--- src/cps_pkg.sv ---
`default_nettype none
// ---------------------------------------------------------------
// Shared constants and types for the standard PWM unit
// ---------------------------------------------------------------
package cps_pkg;

  // Widths of timer count and duty value
  localparam int unsigned PER_W  = 8;
  localparam int unsigned DUTY_W = 10;

  // ---------------------------------------------------------------
  // Register byte addresses
  // ---------------------------------------------------------------
  localparam logic [7:0] ADR_CTRL = 8'h00; // unit_control_register
  localparam logic [7:0] ADR_DUTY = 8'h04; // duty_value_register
  localparam logic [7:0] ADR_PLIM = 8'h08; // period_limit_register
  localparam logic [7:0] ADR_TCTL = 8'h0C; // period_timer_control
  localparam logic [7:0] ADR_STAT = 8'h10; // period_timer_flag
  localparam logic [7:0] ADR_TCNT = 8'h14; // period_timer_count
  localparam logic [7:0] ADR_PDIR = 8'h18; // pin_direction_bit

  // ---------------------------------------------------------------
  // Field positions
  // ---------------------------------------------------------------
  localparam int unsigned CTL_EN   = 7; // Unit enable
  localparam int unsigned CTL_OUT  = 5; // Output level, read only
  localparam int unsigned CTL_ALN  = 4; // duty_align_bit
  localparam int unsigned CTL_MODE = 0; // Mode field, 4 bits
  localparam int unsigned TCT_ON   = 7; // Timer run
  localparam int unsigned TCT_PS   = 4; // timer_prescale_select, 2 bits
  localparam int unsigned TCT_POST = 0; // Postscaler, 4 bits
  localparam int unsigned STA_FLAG = 0; // period_timer_flag
  localparam int unsigned DIR_BIT  = 0; // pin_direction_bit

  // ---------------------------------------------------------------
  // Reset values
  // ---------------------------------------------------------------
  localparam logic [7:0]  PLIM_RST = 8'hFF;
  localparam logic [15:0] DUTY_RST = 16'h0000;
  localparam logic [7:0]  TCTL_RST = 8'h00;
  localparam logic        DIR_RST  = 1'b1; // Input after reset

  // Last system clock phase of one instruction cycle
  localparam logic [1:0] PH_LAST  = 2'h3;
  // Mode codes whose top two bits mark PWM
  localparam logic [1:0] MODE_PWM = 2'h3;

  // Prescale choices 1:1, 1:4, 1:16, 1:64
  typedef enum logic [1:0] {PS_1, PS_4, PS_16, PS_64} cps_ps_e;

  // Unit control fields
  typedef struct packed {
    logic       en;
    logic       align;
    logic [3:0] mode;
  } cps_ctrl_s;

  // Time base strobes from the prescaler
  typedef struct packed {
    logic       step; // Time base advances
    logic       inc;  // Timer count advances
    logic [1:0] low2; // Two low time base bits
  } cps_tick_s;

  // Mode field selects PWM
  function automatic logic cps_is_pwm(input logic [3:0] mode);
    return mode[3:2] == MODE_PWM;
  endfunction

  // Pick the 10-bit duty from the 16-bit register
  function automatic logic [9:0] cps_duty(input logic [15:0] r,
                                          input logic align);
    return align ? {r[15:8], r[7:6]} : {r[9:8], r[7:0]};
  endfunction

endpackage
`default_nettype wire

--- src/cps_pwm.sv ---
// The Avalon-MM slave port and the register addresses were decided locally.
`default_nettype none
// ---------------------------------------------------------------
// Standard PWM unit with Avalon-MM register slave
// ---------------------------------------------------------------
// Operation
// - Up to ten bit PWM on pin
// - Period is (limit+1)*4*Tosc*prescale
// - Timer clears after matching period limit
// - Rollover sets pin unless duty zero
// - Rollover copies duty into compare buffer
// - Duty writes take effect next rollover
// - Duty alignment chosen by align bit
// - Time base: count plus two low bits
// - Time base match with duty clears pin
// - Pulse width is duty*Tosc*prescale
// - Postscaler never affects PWM waveform
// - Resolution grows with period limit
// - Duty above period keeps pin high
// - Sleep freezes timer and pin
// - PWM rate follows system clock
// - Reset restores registers, pin input
// - Right aligned: high[1:0], low[7:0]
// - Left aligned: high[7:0], low[7:6]
module cps_pwm
  import cps_pkg::*;
#(
  parameter int unsigned CNT_W = PER_W,  // Timer width
  parameter int unsigned DTY_W = DUTY_W  // Duty width
)(
  input  wire logic        clock_in,          // 50 MHz system clock
  input  wire logic        sys_rst_in,        // Sync reset, high
  input  wire logic        sleep_in,          // Device asleep
  input  wire logic [7:0]  avs_address_in,    // Byte address
  input  wire logic        avs_read_in,       // Read request
  input  wire logic        avs_write_in,      // Write request
  input  wire logic [31:0] avs_writedata_in,  // Write data
  input  wire logic [3:0]  avs_byteenable_in, // Byte lanes
  output logic      [31:0] avs_readdata_out,  // Read data
  output logic             avs_waitrequest_out, // Stall
  output logic             pin_out,           // unit_output_pin level
  output logic             pin_oe_out         // Pin driven when high
);

  // ---------------------------------------------------------------
  // Elaboration checks
  // ---------------------------------------------------------------
  // Time base is the count plus two bits; only 8/10 is built
  if (CNT_W != PER_W || DTY_W != CNT_W + 2) begin : g_chk
    $error("cps_pwm supports only an 8-bit timer, 10-bit duty");
  end

  // ---------------------------------------------------------------
  // State
  // ---------------------------------------------------------------
  cps_ctrl_s   ctrl_ff;      // unit_control_register
  logic [15:0] duty_reg_ff;  // duty_value_register
  logic [7:0]  plim_ff;      // period_limit_register
  logic [7:0]  tctl_ff;      // period_timer_control
  logic [7:0]  tcnt_ff;      // period_timer_count
  logic [3:0]  post_ff;      // Postscaler count
  logic        flag_ff;      // period_timer_flag
  logic [9:0]  duty_buf_ff;  // Compare buffer
  logic        wait_ff;      // Bus stall
  logic [31:0] rdata_ff;     // Read data
  logic        out_ff;       // Pin level
  logic        oe_ff;        // Pin driver enable

  // ---------------------------------------------------------------
  // Bus decode
  // ---------------------------------------------------------------
  logic       req;      // Request present
  logic       acc;      // Request completes this edge
  logic       wr;       // Write completes this edge
  logic       wr_lo;    // Low byte lane written
  logic       wr_hi;    // Second byte lane written
  logic       wr_ctrl;  // Control write
  logic       wr_tcnt;  // Timer count write
  logic [7:0] wd0;      // Write data low byte
  logic [7:0] wd1;      // Write data second byte

  assign req     = avs_read_in || avs_write_in;
  assign acc     = req && !wait_ff;
  assign wr      = acc && avs_write_in;
  assign wr_lo   = wr && avs_byteenable_in[0];
  assign wr_hi   = wr && avs_byteenable_in[1];
  assign wd0     = avs_writedata_in[7:0];
  assign wd1     = avs_writedata_in[15:8];
  assign wr_ctrl = wr_lo && avs_address_in == ADR_CTRL;
  assign wr_tcnt = wr_lo && avs_address_in == ADR_TCNT;

  // ---------------------------------------------------------------
  // Time base and events
  // ---------------------------------------------------------------
  cps_tick_s  tick;     // Prescaler strobes
  logic       pwm_on;   // Unit enabled in PWM mode
  logic       roll;     // Period rollover
  logic [9:0] duty_cur; // Programmed duty, aligned
  logic [9:0] tb;       // 10-bit time base
  logic [9:0] tb_next;  // Time base after next step
  logic       post_hit; // Postscaler terminal count

  // Prescaler only sees the instruction clock, so the period
  // scales with the system clock rate
  cps_tick_gen u_tick (
    .clock_in   (clock_in),
    .sys_rst_in (sys_rst_in),
    .run_in     (tctl_ff[TCT_ON]),
    .hold_in    (sleep_in),
    .psel_in    (cps_ps_e'(tctl_ff[TCT_PS +: 2])),
    .tick_out   (tick)
  );

  assign pwm_on   = ctrl_ff.en && cps_is_pwm(ctrl_ff.mode);
  // Rollover on the increment after the limit match
  assign roll     = tick.inc && tcnt_ff == plim_ff;
  // Alignment select
  assign duty_cur = cps_duty(duty_reg_ff, ctrl_ff.align);
  // Count extended by two low bits
  assign tb       = {tcnt_ff, tick.low2};
  assign tb_next  = tb + 10'h001;
  assign post_hit = post_ff == tctl_ff[TCT_POST +: 4];

  // ---------------------------------------------------------------
  // Avalon slave handshake
  // ---------------------------------------------------------------
  // One stall cycle, then waitrequest low for exactly one cycle
  always_ff @(posedge clock_in) begin
    if (sys_rst_in) begin
      wait_ff <= 1'b1;
    end else begin
      wait_ff <= !(req && wait_ff);
    end
  end

  // Read data captured when the stall ends; unmapped reads zero
  always_ff @(posedge clock_in) begin
    if (sys_rst_in) begin
      rdata_ff <= 32'h0000_0000;
    end else if (req && wait_ff) begin
      rdata_ff <= 32'h0000_0000;
      unique case (avs_address_in)
        ADR_CTRL: begin
          rdata_ff[CTL_EN]         <= ctrl_ff.en;
          rdata_ff[CTL_OUT]        <= out_ff;
          rdata_ff[CTL_ALN]        <= ctrl_ff.align;
          rdata_ff[CTL_MODE +: 4]  <= ctrl_ff.mode;
        end
        ADR_DUTY: rdata_ff[15:0] <= duty_reg_ff;
        ADR_PLIM: rdata_ff[7:0]  <= plim_ff;
        ADR_TCTL: rdata_ff[7:0]  <= tctl_ff;
        ADR_STAT: rdata_ff[STA_FLAG] <= flag_ff;
        ADR_TCNT: rdata_ff[7:0]  <= tcnt_ff;
        ADR_PDIR: rdata_ff[DIR_BIT]  <= !oe_ff;
        default:  rdata_ff <= 32'h0000_0000;
      endcase
    end
  end

  // ---------------------------------------------------------------
  // Software registers
  // ---------------------------------------------------------------
  // Control, reset to disabled
  always_ff @(posedge clock_in) begin
    if (sys_rst_in) begin
      ctrl_ff <= '0;
    end else if (wr_ctrl) begin
      ctrl_ff.en    <= wd0[CTL_EN];
      ctrl_ff.align <= wd0[CTL_ALN];
      ctrl_ff.mode  <= wd0[CTL_MODE +: 4];
    end
  end

  // Duty may be written any time; compare uses the buffer
  always_ff @(posedge clock_in) begin
    if (sys_rst_in) begin
      duty_reg_ff <= DUTY_RST;
    end else if (avs_address_in == ADR_DUTY) begin
      if (wr_lo) begin
        duty_reg_ff[7:0] <= wd0;
      end
      if (wr_hi) begin
        duty_reg_ff[15:8] <= wd1;
      end
    end
  end

  // Period limit and timer control
  always_ff @(posedge clock_in) begin
    if (sys_rst_in) begin
      plim_ff <= PLIM_RST;
      tctl_ff <= TCTL_RST;
    end else if (wr_lo) begin
      if (avs_address_in == ADR_PLIM) begin
        plim_ff <= wd0;
      end
      if (avs_address_in == ADR_TCTL) begin
        tctl_ff <= wd0;
      end
    end
  end

  // Pin driver enable; a set direction bit means input
  always_ff @(posedge clock_in) begin
    if (sys_rst_in) begin
      oe_ff <= !DIR_RST;
    end else if (wr_lo && avs_address_in == ADR_PDIR) begin
      oe_ff <= !wd0[DIR_BIT];
    end
  end

  // ---------------------------------------------------------------
  // Period timer
  // ---------------------------------------------------------------
  // Software write beats counting; sleep stops it
  always_ff @(posedge clock_in) begin
    if (sys_rst_in) begin
      tcnt_ff <= 8'h00;
    end else if (wr_tcnt) begin
      tcnt_ff <= wd0;
    end else if (roll) begin
      tcnt_ff <= 8'h00;
    end else if (tick.inc) begin
      tcnt_ff <= tcnt_ff + 8'h01;
    end
  end

  // Postscaler only paces the flag, never the waveform
  always_ff @(posedge clock_in) begin
    if (sys_rst_in || !tctl_ff[TCT_ON]) begin
      post_ff <= 4'h0;
    end else if (roll) begin
      post_ff <= post_hit ? 4'h0 : post_ff + 4'h1;
    end
  end

  // Flag: write one clears, a new set wins over the clear
  always_ff @(posedge clock_in) begin
    if (sys_rst_in) begin
      flag_ff <= 1'b0;
    end else if (roll && post_hit) begin
      flag_ff <= 1'b1;
    end else if (wr_lo && avs_address_in == ADR_STAT && wd0[STA_FLAG]) begin
      flag_ff <= 1'b0;
    end
  end

  // ---------------------------------------------------------------
  // Duty buffer and output
  // ---------------------------------------------------------------
  // Loaded only at rollover and only in PWM
  always_ff @(posedge clock_in) begin
    if (sys_rst_in) begin
      duty_buf_ff <= 10'h000;
    end else if (roll && pwm_on) begin
      duty_buf_ff <= duty_cur;
    end
  end

  // Pin set at rollover, cleared when time base reaches duty
  always_ff @(posedge clock_in) begin
    if (sys_rst_in) begin
      out_ff <= 1'b0;
    end else if (!pwm_on) begin
      out_ff <= 1'b0;
    end else if (roll) begin
      out_ff <= duty_cur != 10'h000;
    end else if (tick.step && tb_next == duty_buf_ff) begin
      // High for duty steps of Tosc*prescale
      // A duty past the period never matches
      out_ff <= 1'b0;
    end
  end

  assign avs_waitrequest_out = wait_ff;
  assign avs_readdata_out    = rdata_ff;
  assign pin_out             = out_ff;
  assign pin_oe_out          = oe_ff;
endmodule
`default_nettype wire

--- src/cps_tick_gen.sv ---
`default_nettype none
// ---------------------------------------------------------------
// Instruction clock divider and timer prescaler
// ---------------------------------------------------------------
module cps_tick_gen
  import cps_pkg::*;
(
  input  wire logic      clock_in,   // System clock
  input  wire logic      sys_rst_in, // Synchronous reset
  input  wire logic      run_in,     // Timer running
  input  wire logic      hold_in,    // Sleep freeze
  input  wire cps_ps_e   psel_in,    // Prescale choice
  output cps_tick_s      tick_out    // Strobes and low bits
);

  logic [1:0] phase_ff; // System clock phase in instruction cycle
  logic [5:0] pre_ff;   // Prescaler count
  logic       inst;     // Last phase of an instruction cycle
  logic       go;       // Counting allowed

  assign inst = phase_ff == PH_LAST;
  assign go   = run_in && !hold_in;

  // Phase counter; frozen in sleep like the oscillator
  always_ff @(posedge clock_in) begin
    if (sys_rst_in) begin
      phase_ff <= 2'h0;
    end else if (!hold_in) begin
      phase_ff <= phase_ff + 2'h1;
    end
  end

  // Prescaler; cleared while timer is off
  always_ff @(posedge clock_in) begin
    if (sys_rst_in || !run_in) begin
      pre_ff <= 6'h00;
    end else if (go && inst) begin
      pre_ff <= pre_ff + 6'h01;
    end
  end

  // Low bits from clock phase at 1:1, else from prescaler
  always_comb begin
    tick_out = '0;
    unique case (psel_in)
      PS_1: begin
        tick_out.step = go;
        tick_out.inc  = go && inst;
        tick_out.low2 = phase_ff;
      end
      PS_4: begin
        tick_out.step = go && inst;
        tick_out.inc  = go && inst && (&pre_ff[1:0]);
        tick_out.low2 = pre_ff[1:0];
      end
      PS_16: begin
        tick_out.step = go && inst && (&pre_ff[1:0]);
        tick_out.inc  = go && inst && (&pre_ff[3:0]);
        tick_out.low2 = pre_ff[3:2];
      end
      PS_64: begin
        tick_out.step = go && inst && (&pre_ff[3:0]);
        tick_out.inc  = go && inst && (&pre_ff);
        tick_out.low2 = pre_ff[5:4];
      end
    endcase
  end

endmodule
`default_nettype wire

--- config.mk ---
export PLATFORM = sky130hd
export DESIGN_NAME = cps_pwm
export DESIGN_NICKNAME = d
export VERILOG_FILES = /design/src/cps_pkg.sv /design/src/cps_pwm.sv /design/src/cps_tick_gen.sv
export SDC_FILE = /design/constraint.sdc
export NUM_CORES = 1
export LEC_CHECK = 0
export ABC_CLOCK_PERIOD_IN_PS = 2400
export BUFFER_PORTS_ARGS = -buffer_cell sky130_fd_sc_hd__buf_2
export CAP_MARGIN = 20
export CORE_MARGIN = 5
export CORE_UTILIZATION = 40
export CTS_BUF_LIST = sky130_fd_sc_hd__clkbuf_16
export DETAILED_ROUTE_END_ITERATION = 8
export GPL_ROUTABILITY_DRIVEN = 1
export PLACE_DENSITY = 0.66
export SETUP_SLACK_MARGIN = 0.02
export SKIP_LAST_GASP = 1
export SLEW_MARGIN = 20
export SYNTH_ARGS = -nofsm -noshare
export SYNTH_HDL_FRONTEND = slang
export SYNTH_SLANG_ARGS = --single-unit
--- constraint.sdc ---
create_clock -name clock_in -period 2.4 [get_ports clock_in]
set_input_delay 0.36 -clock clock_in [delete_from_list [all_inputs] [get_ports clock_in]]
set_output_delay 0.36 -clock clock_in [all_outputs]
set_load 0.05 [all_outputs]
==> metrics.csv, run 1 <==
stage,metric,value,unit
status,outcome,completed,
synthesis,synth_flop_cell,dfxtp_1,
timing,hold_violations,0,
worst_hold_path,hold_path_startpoint,avs_writedata_in[13],
route,ant_nets,0,
critical_path,crit_family,multiplexers,
pwr,power_frac_seq,46.4,%
pwr,ir_drop,0.454,mV
cells_and_area,antenna_cells,0,
placement,port_buffers,49,
floorplanning,die_w,117,um
critical_path,r2r_start,tctl_ff[4],
route,drt_pass1_iterations,5,
route,viasPerCell,5.69,
floorplanning,dieArea,13700,um^2
timing,finalWorstSetupSlack,0.160,ns
critical_path,path_max_fanout,3,
global_route,antenna_found_initial,0,
route,num_vias,4195,
timing,finalSetupTns,0,ns
synthesis,async_reset_ff_share,0,%
global_route,grt_max_degree,79,
clock_tree,htreeDepth,3,
critical_path,reg2reg_slack,0.16,ns
timing,rsz0062_at_grt,false,
pwr,switching_share,26.3,%
route,routedWlPerCell,17.5,um
synthesis,syn_area,4600,um^2
critical_path,critical-path-max-stage-delay,0.52,ns
synthesis,avgSynthCellArea,8.47,um^2
clock_tree,cts.clk_slew.worst_paths,0.07,ns
critical_path,worstPathRequired,2.62,ns
synthesis,synth_seq_cells,88,
synthesis,ys_warn_count,0,
clock_tree,post-cts-setup-buffers,0,
route,drt_iter0_markers,390,
worst_hold_path,holdPathEnd,duty_reg_ff[13],
pwr,intPower,2360,uW
cells_and_area,fillers,1103,
critical_path,start_kind,flop,
global_route,grt_pass1_wl,20.6,mm
clock_tree,cts-root-buf,clkbuf_16,
floorplanning,io_pins,84,
timing,fin_crit_sh,93.3,%
pwr,combPwrFrac,8.4,%
cells_and_area,syn2layout_area_growth,15.0,%
timing,finalSetupViolCount,0,
synthesis,synth_edf_count,0,
critical_path,cp.arrival,2.46,ns
timing,maxSlewViolCount,0,
floorplanning,initial_core_util,40.6,%
clock_tree,cts_buffers,9,
timing,fin_worst_skew,0.00777,ns
critical_path,worst_path_max_delay_cell,mux4_2,
worst_hold_path,holdPathStages,3,
timing,max_freq,0.446,GHz
critical_path,ff2ff_path_depth,7,
clock_tree,cts.sinks,88,
placement,place_worst_setup_slack,0.0327,ns
placement,dp_hpwl,9.18,mm
route,wl,12.9,mm
timing,fin_crit,2.24,ns
global_route,grt-ovfl-total,0,
cells_and_area,multiInputGateArea,2580,um^2
job,maxCapViolations,0,
floorplanning,fp.dieH,117,um
critical_path,crit_chain,mux4_2 -> ha_1 -> xor2_1 -> a2111oi_1 -> nand3_1 -> nor4_2 -> a31oi_1,
pwr,pwr-share-clk,45.2,%
global_route,grt_use_total,19.3,%
clock_tree,clk_latency,0.35,ns
critical_path,crit_buf_inv,0,
synthesis,synth_seq_area_share,38.3,%
clock_tree,cts_tree,yes,
cells_and_area,drive_above_1_share,19.0,%
worst_hold_path,min_path_type,in -> reg,
pwr,p_leak,0.00197,uW
pwr,netSwitchingPower,840,uW
synthesis,post_synth_num_cell_types,55,
cells_and_area,nNetsFinal,643,
critical_path,endpoint_kind,flop,
floorplanning,placementRows,39,
timing,worstMarginPinSlew,0.726,ns
route,drc,0,
critical_path,crit_type,reg -> reg,
cells_and_area,seq_area,1760,um^2
global_route,grt_pass1_vias,3990,
pwr,power.density,605,nW/um^2
critical_path,r2r_end,pin_out,
clock_tree,cts_max_path_buffers,2,
timing,slew-limit-headroom,51.6,%
placement,gp_congestion,0.893,
synthesis,synthCells,543,
floorplanning,core,11300,um^2
## metal layers
metal	vias up	track usage [%]	share of wire [%]
met5	-	0	0
met4	0	8.33	2.8
met3	33	3.80	5.3
met2	158	30.0	47
met1	2011	25.9	45
li1	1993	-	-
## Yosys cell counts (3+ instances only)
| library cell | number | area (um^2) |
|---|---|---|
| nor2_1 | 59 | 221 |
| a21oi_1 | 34 | 170 |
| a222oi_1 | 5 | 50.1 |
| buf_4 | 22 | 165 |
| mux2i_1 | 22 | 220 |
| nand2_1 | 70 | 263 |
| o21ai_0 | 12 | 60.1 |
| nand3b_1 | 8 | 60.1 |
| xor2_1 | 17 | 149 |
| clkbuf_1 | 17 | 63.8 |
| a211oi_1 | 7 | 52.6 |
| a311oi_1 | 3 | 26.3 |
| and2_1 | 4 | 25.0 |
| ha_1 | 5 | 62.6 |
| a211oi_2 | 10 | 125 |
| nand4_1 | 4 | 25.0 |
| nor3_1 | 13 | 65.1 |
| nor2b_1 | 3 | 18.8 |
| nor4_1 | 4 | 25.0 |
| dfxtp_1 | 88 | 1760 |
| buf_2 | 10 | 50.1 |
| nand3_1 | 43 | 215 |
| nor3_2 | 3 | 30.0 |
| a22oi_1 | 4 | 30.0 |
| a31oi_1 | 4 | 25.0 |
| xnor2_1 | 17 | 149 |
| nand2b_1 | 5 | 31.3 |
| and3_1 | 5 | 31.3 |
| a221oi_1 | 11 | 96.3 |
## cells by family (layout without fill, tap and decap cells)
logic type               Yosys count  after routing  share of synthesized area, %
buffers and inverters             55             91                          6.88
other                              1             16                        0.0815
flip-flops                        88             88                          38.3
XOR/XNOR                          34             34                          6.47
adder cells (fa/ha/maj)            5              5                          1.36
multiplexers                      24             24                          5.77
AO/OA/AOI/OAI                    106            106                          17.3
AND/OR/NAND/NOR                  230            230                          23.9
## flip-flops by register name (all words and copies together) (netlist names)
name / cells
avs_readdata_out: 16
avs_waitrequest_out: 1
ctrl_ff: 6
duty_buf_ff: 10
duty_reg_ff: 16
flag_ff: 1
pin_oe_out: 1
pin_out: 1
plim_ff: 8
post_ff: 4
tcnt_ff: 8
tctl_ff: 8
u_tick.phase_ff: 2
u_tick.pre_ff: 6
## layout make-up
cell class / instances / area share [%]
Clock inverter: 7 / 1.47
Inverter: 2 / 0.142
Multi-Input combinational cell: 415 / 48.9
Timing Repair Buffer: 73 / 8.52
Clock buffer: 9 / 4.26
Sequential cell: 88 / 33.3
Tap cell: 143 / 3.38
## power groups by stage
stage	clock (uW)	sequential (uW)	combinational, uW
after floorplan	0	1550	161
after global placement	0	1520	263
after detailed placement	0	1520	265
after CTS	1460	1480	269
after global routing	1530	1490	290
final	1440	1480	270
## placed cells by master, fill, tap and decap left out, types with 3 or more instances in the layout
cell / instances
dfxtp_1: 87
nand2_1: 70
nor2_1: 59
buf_2: 49
nand3_1: 43
a21oi_1: 34
mux2i_1: 22
buf_4: 22
xnor2_1: 17
xor2_1: 17
conb_1: 16
nor3_1: 13
o21ai_0: 12
a221oi_1: 11
a211oi_2: 10
clkbuf_16: 9
nand3b_1: 8
a211oi_1: 7
nand2b_1: 5
and3_1: 5
a222oi_1: 5
ha_1: 5
nand4_1: 4
and2_1: 4
a31oi_1: 4
a22oi_1: 4
nor4_1: 3
nor3_2: 3
nor2b_1: 3
a311oi_1: 3
## stage by stage
step                      area [um^2]  hold slack [ns]  std cells  utilization [%]  total power [uW]
final                            5290            0.251        737             46.7              3200
after global routing             5290            0.249        737             46.7              3310
after CTS                        5280            0.246        737             46.7              3210
after detailed placement         4980            0.443        721             44.0              1780
after global placement           4980            0.439        721             44.0              1780
after floorplan                  4660            0.436        558                -              1710
## tightest hold or removal path, cell delays in order
cell	delay [ns]
buf_2	0.08
mux2i_1	0.06
nor2_1	0.07
## what timing repair did
action	CTS	global route
pin swaps	0	1
gates resized for setup	2	1
endpoints found under the setup margin	1	1
hold buffers	0	0
## worst max path at each step
stage / endpoint / slack (ns) / depth (start not counted) / from
2_1_floorplan: pin_out / 0.03 / 8 / tctl_ff[4]
3_3_place_gp: pin_out / 0.05 / 7 / tctl_ff[4]
3_5_place_dp: pin_out / 0.03 / 7 / tctl_ff[4]
4_1_cts: pin_out / 0.05 / 7 / tctl_ff[4]
5_1_grt: pin_out / 0.08 / 7 / tctl_ff[4]
6_report: pin_out / 0.16 / 7 / tctl_ff[4]
No activity file was read; power rests on OpenSTA's default activity.
==> inputs of run 2 (changes only) <==
--- a/config.mk
+++ b/config.mk
@@ -8,12 +8,14 @@
 export ABC_CLOCK_PERIOD_IN_PS = 2400
 export BUFFER_PORTS_ARGS = -buffer_cell sky130_fd_sc_hd__buf_2
 export CAP_MARGIN = 20
+export CELL_PAD_IN_SITES_DETAIL_PLACEMENT = 1
+export CELL_PAD_IN_SITES_GLOBAL_PLACEMENT = 2
 export CORE_MARGIN = 5
-export CORE_UTILIZATION = 40
+export CORE_UTILIZATION = 30
 export CTS_BUF_LIST = sky130_fd_sc_hd__clkbuf_16
 export DETAILED_ROUTE_END_ITERATION = 8
 export GPL_ROUTABILITY_DRIVEN = 1
-export PLACE_DENSITY = 0.66
+export PLACE_DENSITY = 0.79
 export SETUP_SLACK_MARGIN = 0.02
 export SKIP_LAST_GASP = 1
 export SLEW_MARGIN = 20
==> run 2 against run 1 <==
Clock skew down 0.00073 ns. Final cell count up 7.2%. Power down 1.8%. Flip-flop and latch count unchanged.
==> metrics.csv, run 2 (synthesis results as in run 1) <==
stage,metric,value,unit,change
status,outcome,completed,,
timing,slew-limit-headroom,60.8,%,+9.2 points
clock_tree,clk_latency,0.35,ns,about the same
timing,maxSlewViolCount,0,,unchanged
global_route,grt_pass1_vias,4249,,+6.5%
floorplanning,dieArea,17900,um^2,+30%
worst_hold_path,min_path_type,in -> reg,,
placement,gp_congestion,0.846,,-5.3%
floorplanning,fp.dieH,134,um,+14%
cells_and_area,final_area,5380,um^2,+1.7%
clock_tree,cts_tree,yes,,
clock_tree,cts.sinks,88,,unchanged
floorplanning,core,15100,um^2,+34%
route,drt_pass1_iterations,5,,unchanged
timing,max_freq,0.456,GHz,+2.1%
clock_tree,cts-root-buf,clkbuf_16,,
timing,fin_worst_skew,0.00704,ns,-0.000733 ns
global_route,antenna_found_initial,0,,unchanged
timing,fin_crit_sh,91.4,%,-1.9 points
route,num_vias,4159,,-0.86%
global_route,grt-ovfl-total,0,,unchanged
critical_path,crit_type,reg -> reg,,
cells_and_area,drive_above_1_share,19.6,%,+0.58 points
cells_and_area,nNetsFinal,651,,+1.2%
pwr,power.density,584,nW/um^2,-3.4%
pwr,p_leak,0.00201,uW,+2.2%
timing,fin_crit,2.19,ns,-0.0459 ns
critical_path,cp.arrival,2.42,ns,-0.04 ns
cells_and_area,antenna_cells,0,,unchanged
timing,worstMarginPinSlew,0.587,ns,-0.138 ns
pwr,ir_drop,0.316,mV,-30%
floorplanning,placementRows,45,,+15%
route,routedWlPerCell,18.9,um,+8.5%
clock_tree,post-cts-setup-buffers,0,,unchanged
critical_path,path_max_fanout,4,,+1
clock_tree,cts.clk_slew.worst_paths,0.06,ns,about the same
route,drt_iter0_markers,293,,-25%
global_route,grt_pass1_wl,23.9,mm,+16%
placement,dp_cells,774,,+7.4%
global_route,grt_max_degree,55,,-30%
cells_and_area,syn2layout_area_growth,16.9,%,
critical_path,endpoint_kind,flop,,
floorplanning,io_pins,84,,unchanged
job,maxCapViolations,0,,unchanged
cells_and_area,final_util,35.5,%,-11 points
clock_tree,cts_max_path_buffers,2,,unchanged
placement,placed_area,5080,um^2,+2.1%
timing,rsz0062_at_grt,false,,
critical_path,worstPathRequired,2.62,ns,about the same
cells_and_area,layout_commonest_cell,dfxtp_1,,
clock_tree,cts_buffers,9,,unchanged
timing,finalSetupViolCount,0,,unchanged
floorplanning,die_w,134,um,+14%
timing,hold_violations,0,,unchanged
placement,dp_hpwl,11.2,mm,+22%
route,ant_nets,0,,unchanged
critical_path,start_kind,flop,,
clock_tree,htreeDepth,3,,unchanged
route,wl,15.0,mm,+16%
route,drc,0,,unchanged
timing,finalSetupTns,0,ns,unchanged
route,viasPerCell,5.26,,-7.5%
floorplanning,initial_core_util,30.4,%,-10 points
cells_and_area,fin_cells,790,,+7.2%
placement,port_buffers,49,,unchanged
global_route,grt_use_total,17.0,%,-2.2 points
cells_and_area,final_cell_mix,"dfxtp_1, nand2_1, nor2_1",,
-- run 2: cell count changes in the layout (fill, tap and decap cells not counted), sizes merged --
| cell | previous run | this run |
|---|---|---|
| clkinv | 3 | 1 |
| inv | 4 | 6 |
| buf | 73 | 81 |
-- run 2: worst paths after layout --
kind	start	end	slack, ns	cells past startpoint
setup reg to reg	tctl_ff[4]	pin_out	0.21	7
setup / recovery	tctl_ff[4]	pin_out	0.21	7
hold / removal	avs_writedata_in[12]	duty_reg_ff[12]	0.25	3
hold reg to reg	avs_readdata_out[8]	avs_readdata_out[8]	0.46	2
-- run 2: final cells by class --
cell class	count	area, um^2
clock buffers	9	225
clock inverters	7	57.6
fillers	1815	9770
inverters	2	7.51
multi-input cells	415	2590
flip-flops and latches	88	1760
well taps	188	235
repair buffers	81	498
-- run 2: stage by stage --
step,worst slack [ns],hold slack (ns),total power [uW]
finish,0.206,0.252,3140
global route,0.0178,0.262,3240
CTS,0.0323,0.245,3180
detailed placement,-0.0317,0.449,1790
global placement,-0.0247,0.438,1790
floorplan,0.0283,0.436,1710
-- run 2: routing by layer --
layer	share of wire (%)	routed length (um)	track usage [%]	up-vias
met5	0	0	0	-
met3	3.2	485	3.41	16
li1	-	-	-	2006
met4	1.2	179	4.23	0
met1	46	6870	22.3	2054
met2	50	7430	28.8	83
-- run 2: power by group --
group	leakage, uW	internal, uW	switching, uW
clock network	0.000150	790	592
logic	0.00115	68.2	206
registers	0.000711	1470	10.6
total	0.00201	2330	809
-- run 2: repair_timing --
| item | 4_1_cts | 5_1_grt |
|---|---|---|
| gates resized for setup | 2 | 2 |
| hold buffers | 0 | 0 |
| endpoints found under the setup margin | 1 | 1 |
| pin swaps | 0 | 1 |
-- run 2: worst max-delay path: stages, from the launching register on --
cell	delay, ns
dfxtp_2	0.37
mux4_2	0.53
ha_1	0.32
xor2_1	0.16
a2111oi_2	0.28
nand3_1	0.13
nor4_2	0.16
a31oi_1	0.11
==> inputs of run 3 (changes only) <==
==> constraint.sdc (replaced) <==
create_clock -name clock_in -period 2.4 [get_ports clock_in]
set_input_delay 0 -clock clock_in [delete_from_list [all_inputs] [get_ports clock_in]]
set_output_delay 0 -clock clock_in [all_outputs]
set_load 0.05 [all_outputs]
==> run 3 against run 2 <==
Count of clock-buffer cells in the layout stayed put. Wire length is 1.7% higher. Sequential power hardly changed. Clock skew is 0.00091 ns higher. Die area stayed put. Highest routed layer unchanged. Critical endpoint unchanged. Sequential share of layout area is 0.91 points lower.
==> metrics.csv, run 3 (synthesis results as in run 1) <==
stage,metric,value,unit,change
cells_and_area,antenna_cells,0,,unchanged
critical_path,r2r_start,tctl_ff[4],,
cells_and_area,seq_area,1770,um^2,+0.14%
cells_and_area,drive_above_1_share,18.3,%,-1.3 points
timing,finalWorstSetupSlack,0.166,ns,-0.0398 ns
critical_path,reg2reg_slack,0.17,ns,-0.04 ns
cells_and_area,final_cell_mix,"dfxtp_1, nand2_1, nor2_1",,
cells_and_area,fillers,1799,,-0.88%
timing,max_freq,0.448,GHz,-1.8%
route,wl,15.2,mm,+1.7%
clock_tree,cts_tree,yes,,
cells_and_area,multiInputGateArea,2580,um^2,-0.43%
critical_path,cp.arrival,2.45,ns,+0.03 ns
pwr,p_leak,0.00206,uW,+2.4%
critical_path,critical-path-max-stage-delay,0.51,ns,-0.02 ns
cells_and_area,syn2layout_area_growth,20.4,%,
floorplanning,placementRows,45,,unchanged
critical_path,r2r_end,pin_out,,
route,viasPerCell,5.31,,+0.86%
cells_and_area,layout_commonest_cell,dfxtp_1,,
job,maxCapViolations,0,,unchanged
placement,dp_hpwl,11.1,mm,-1.1%
floorplanning,io_pins,84,,unchanged
global_route,grt_pass1_wl,24.3,mm,+1.6%
pwr,power.density,591,nW/um^2,+1.1%
critical_path,worst_path_max_delay_cell,mux4_2,,
floorplanning,initial_core_util,30.4,%,unchanged
route,drc,0,,unchanged
critical_path,endpoint_kind,flop,,
critical_path,crit_start,tctl_ff[4],,
timing,fin_crit,2.23,ns,+0.0398 ns
global_route,grt-ovfl-total,0,,unchanged
timing,maxSlewViolCount,0,,unchanged
placement,place_worst_setup_slack,-0.0248,ns,+0.00687 ns
placement,port_buffers,49,,unchanged
floorplanning,dieArea,17900,um^2,unchanged
floorplanning,fp.dieH,134,um,unchanged
clock_tree,clk_latency,0.35,ns,about the same
route,ant_nets,0,,unchanged
clock_tree,htreeDepth,3,,unchanged
floorplanning,core,15100,um^2,unchanged
timing,rsz0062_at_grt,false,,
clock_tree,cts.sinks,88,,unchanged
pwr,ir_drop,0.314,mV,-0.89%
critical_path,worstPathRequired,2.62,ns,about the same
global_route,grt_pass1_vias,4402,,+3.6%
timing,finalSetupTns,0,ns,unchanged
global_route,grt_max_degree,79,,+44%
placement,gp_congestion,0.832,,-1.6%
critical_path,timing.critical_path.to,pin_out,,
critical_path,ff2ff_path_depth,7,,unchanged
status,outcome,completed,,
timing,fin_worst_skew,0.00795,ns,+0.000911 ns
critical_path,crit_type,reg -> reg,,
critical_path,path_max_fanout,4,,unchanged
global_route,antenna_found_initial,0,,unchanged
clock_tree,cts_buffers,9,,unchanged
route,num_vias,4253,,+2.3%
clock_tree,cts-root-buf,clkbuf_16,,
clock_tree,cts_max_path_buffers,2,,unchanged
timing,fin_crit_sh,93.1,%,+1.7 points
critical_path,start_kind,flop,,
floorplanning,die_w,134,um,unchanged
critical_path,crit_chain,mux4_2 -> ha_1 -> xor2_1 -> a2111oi_1 -> nand3_1 -> nor4_1 -> a31oi_1,,
route,drt_iter0_markers,315,,+7.5%
route,routedWlPerCell,19.0,um,+0.33%
global_route,grt_use_total,17.2,%,+0.21 points
worst_hold_path,min_path_type,in -> reg,,
timing,finalSetupViolCount,0,,unchanged
cells_and_area,nNetsFinal,664,,+2.0%
timing,hold_violations,0,,unchanged
clock_tree,cts.clk_slew.worst_paths,0.07,ns,about the same
timing,slew-limit-headroom,58.5,%,-2.3 points
timing,worstMarginPinSlew,0.622,ns,+0.0342 ns
route,drt_pass1_iterations,4,,-1
run 3: worst min-delay path by stage:
stage | slack [ns] | cells after the start | to | startpoint
after floorplan | 0.12 | 2 | plim_ff[0] | avs_writedata_in[0]
after global placement | 0.23 | 3 | duty_reg_ff[14] | avs_writedata_in[14]
after detailed placement | 0.25 | 3 | duty_reg_ff[13] | avs_writedata_in[13]
after CTS | 0.07 | 3 | avs_readdata_out[0] | avs_address_in[3]
after global routing | 0.07 | 3 | avs_readdata_out[0] | avs_address_in[3]
final | 0.06 | 3 | avs_readdata_out[0] | avs_address_in[3]
run 3: where the power goes:
part	switching [uW]	internal, uW
Sequential	11.0	1470
Clock	594	894
Combinational	211	87.3
Total	816	2450
run 3: repair_timing:
item | CTS | global route
gates resized for setup | 2 | 1
pin swaps | 0 | 1
endpoints found under the setup margin | 1 | 1
hold buffers | 17 | 0
buffers inserted | 0 | 0
endpoints found under the hold margin | 36 | 0
run 3: metrics by stage:
stage / hold WS (ns) / power (uW) / instance area [um^2] / utilization [%] / instances
after floorplan: 0.121 / 1710 / 4660 / - / 558
after global placement: 0.232 / 1790 / 5060 / 33.4 / 770
after detailed placement: 0.248 / 1800 / 5060 / 33.4 / 770
after CTS: 0.0671 / 3300 / 5540 / 36.5 / 801
after global routing: 0.0701 / 3370 / 5540 / 36.6 / 801
final: 0.0599 / 3270 / 5540 / 36.6 / 801
run 3: critical path, delay by kind of cell (launching register included):
family	cells	cell delay (ns)
muxes	1	0.51
AOI/OAI and AO/OA	2	0.44
DFF	1	0.37
adders and majority gates	1	0.32
and+or+nand+nor	2	0.31
xor gates and xnor gates	1	0.15
run 3: cell type report:
cell class	count	area share [%]
Tap cell	188	4.25
Clock inverter	5	1.36
Timing Repair Buffer	94	11.7
Sequential cell	88	31.9
Inverter	2	0.136
Multi-Input combinational cell	415	46.6
Clock buffer	9	4.07
run 3: per-layer routing:
layer  vias up  part of all wire, %  track usage, %
met2        98                   50            29.5
met3        18                  4.6            3.04
met5         -                    0               0
met4         0                  1.8            5.31
met1      2102                   44            22.1
li1       2035                    -               -
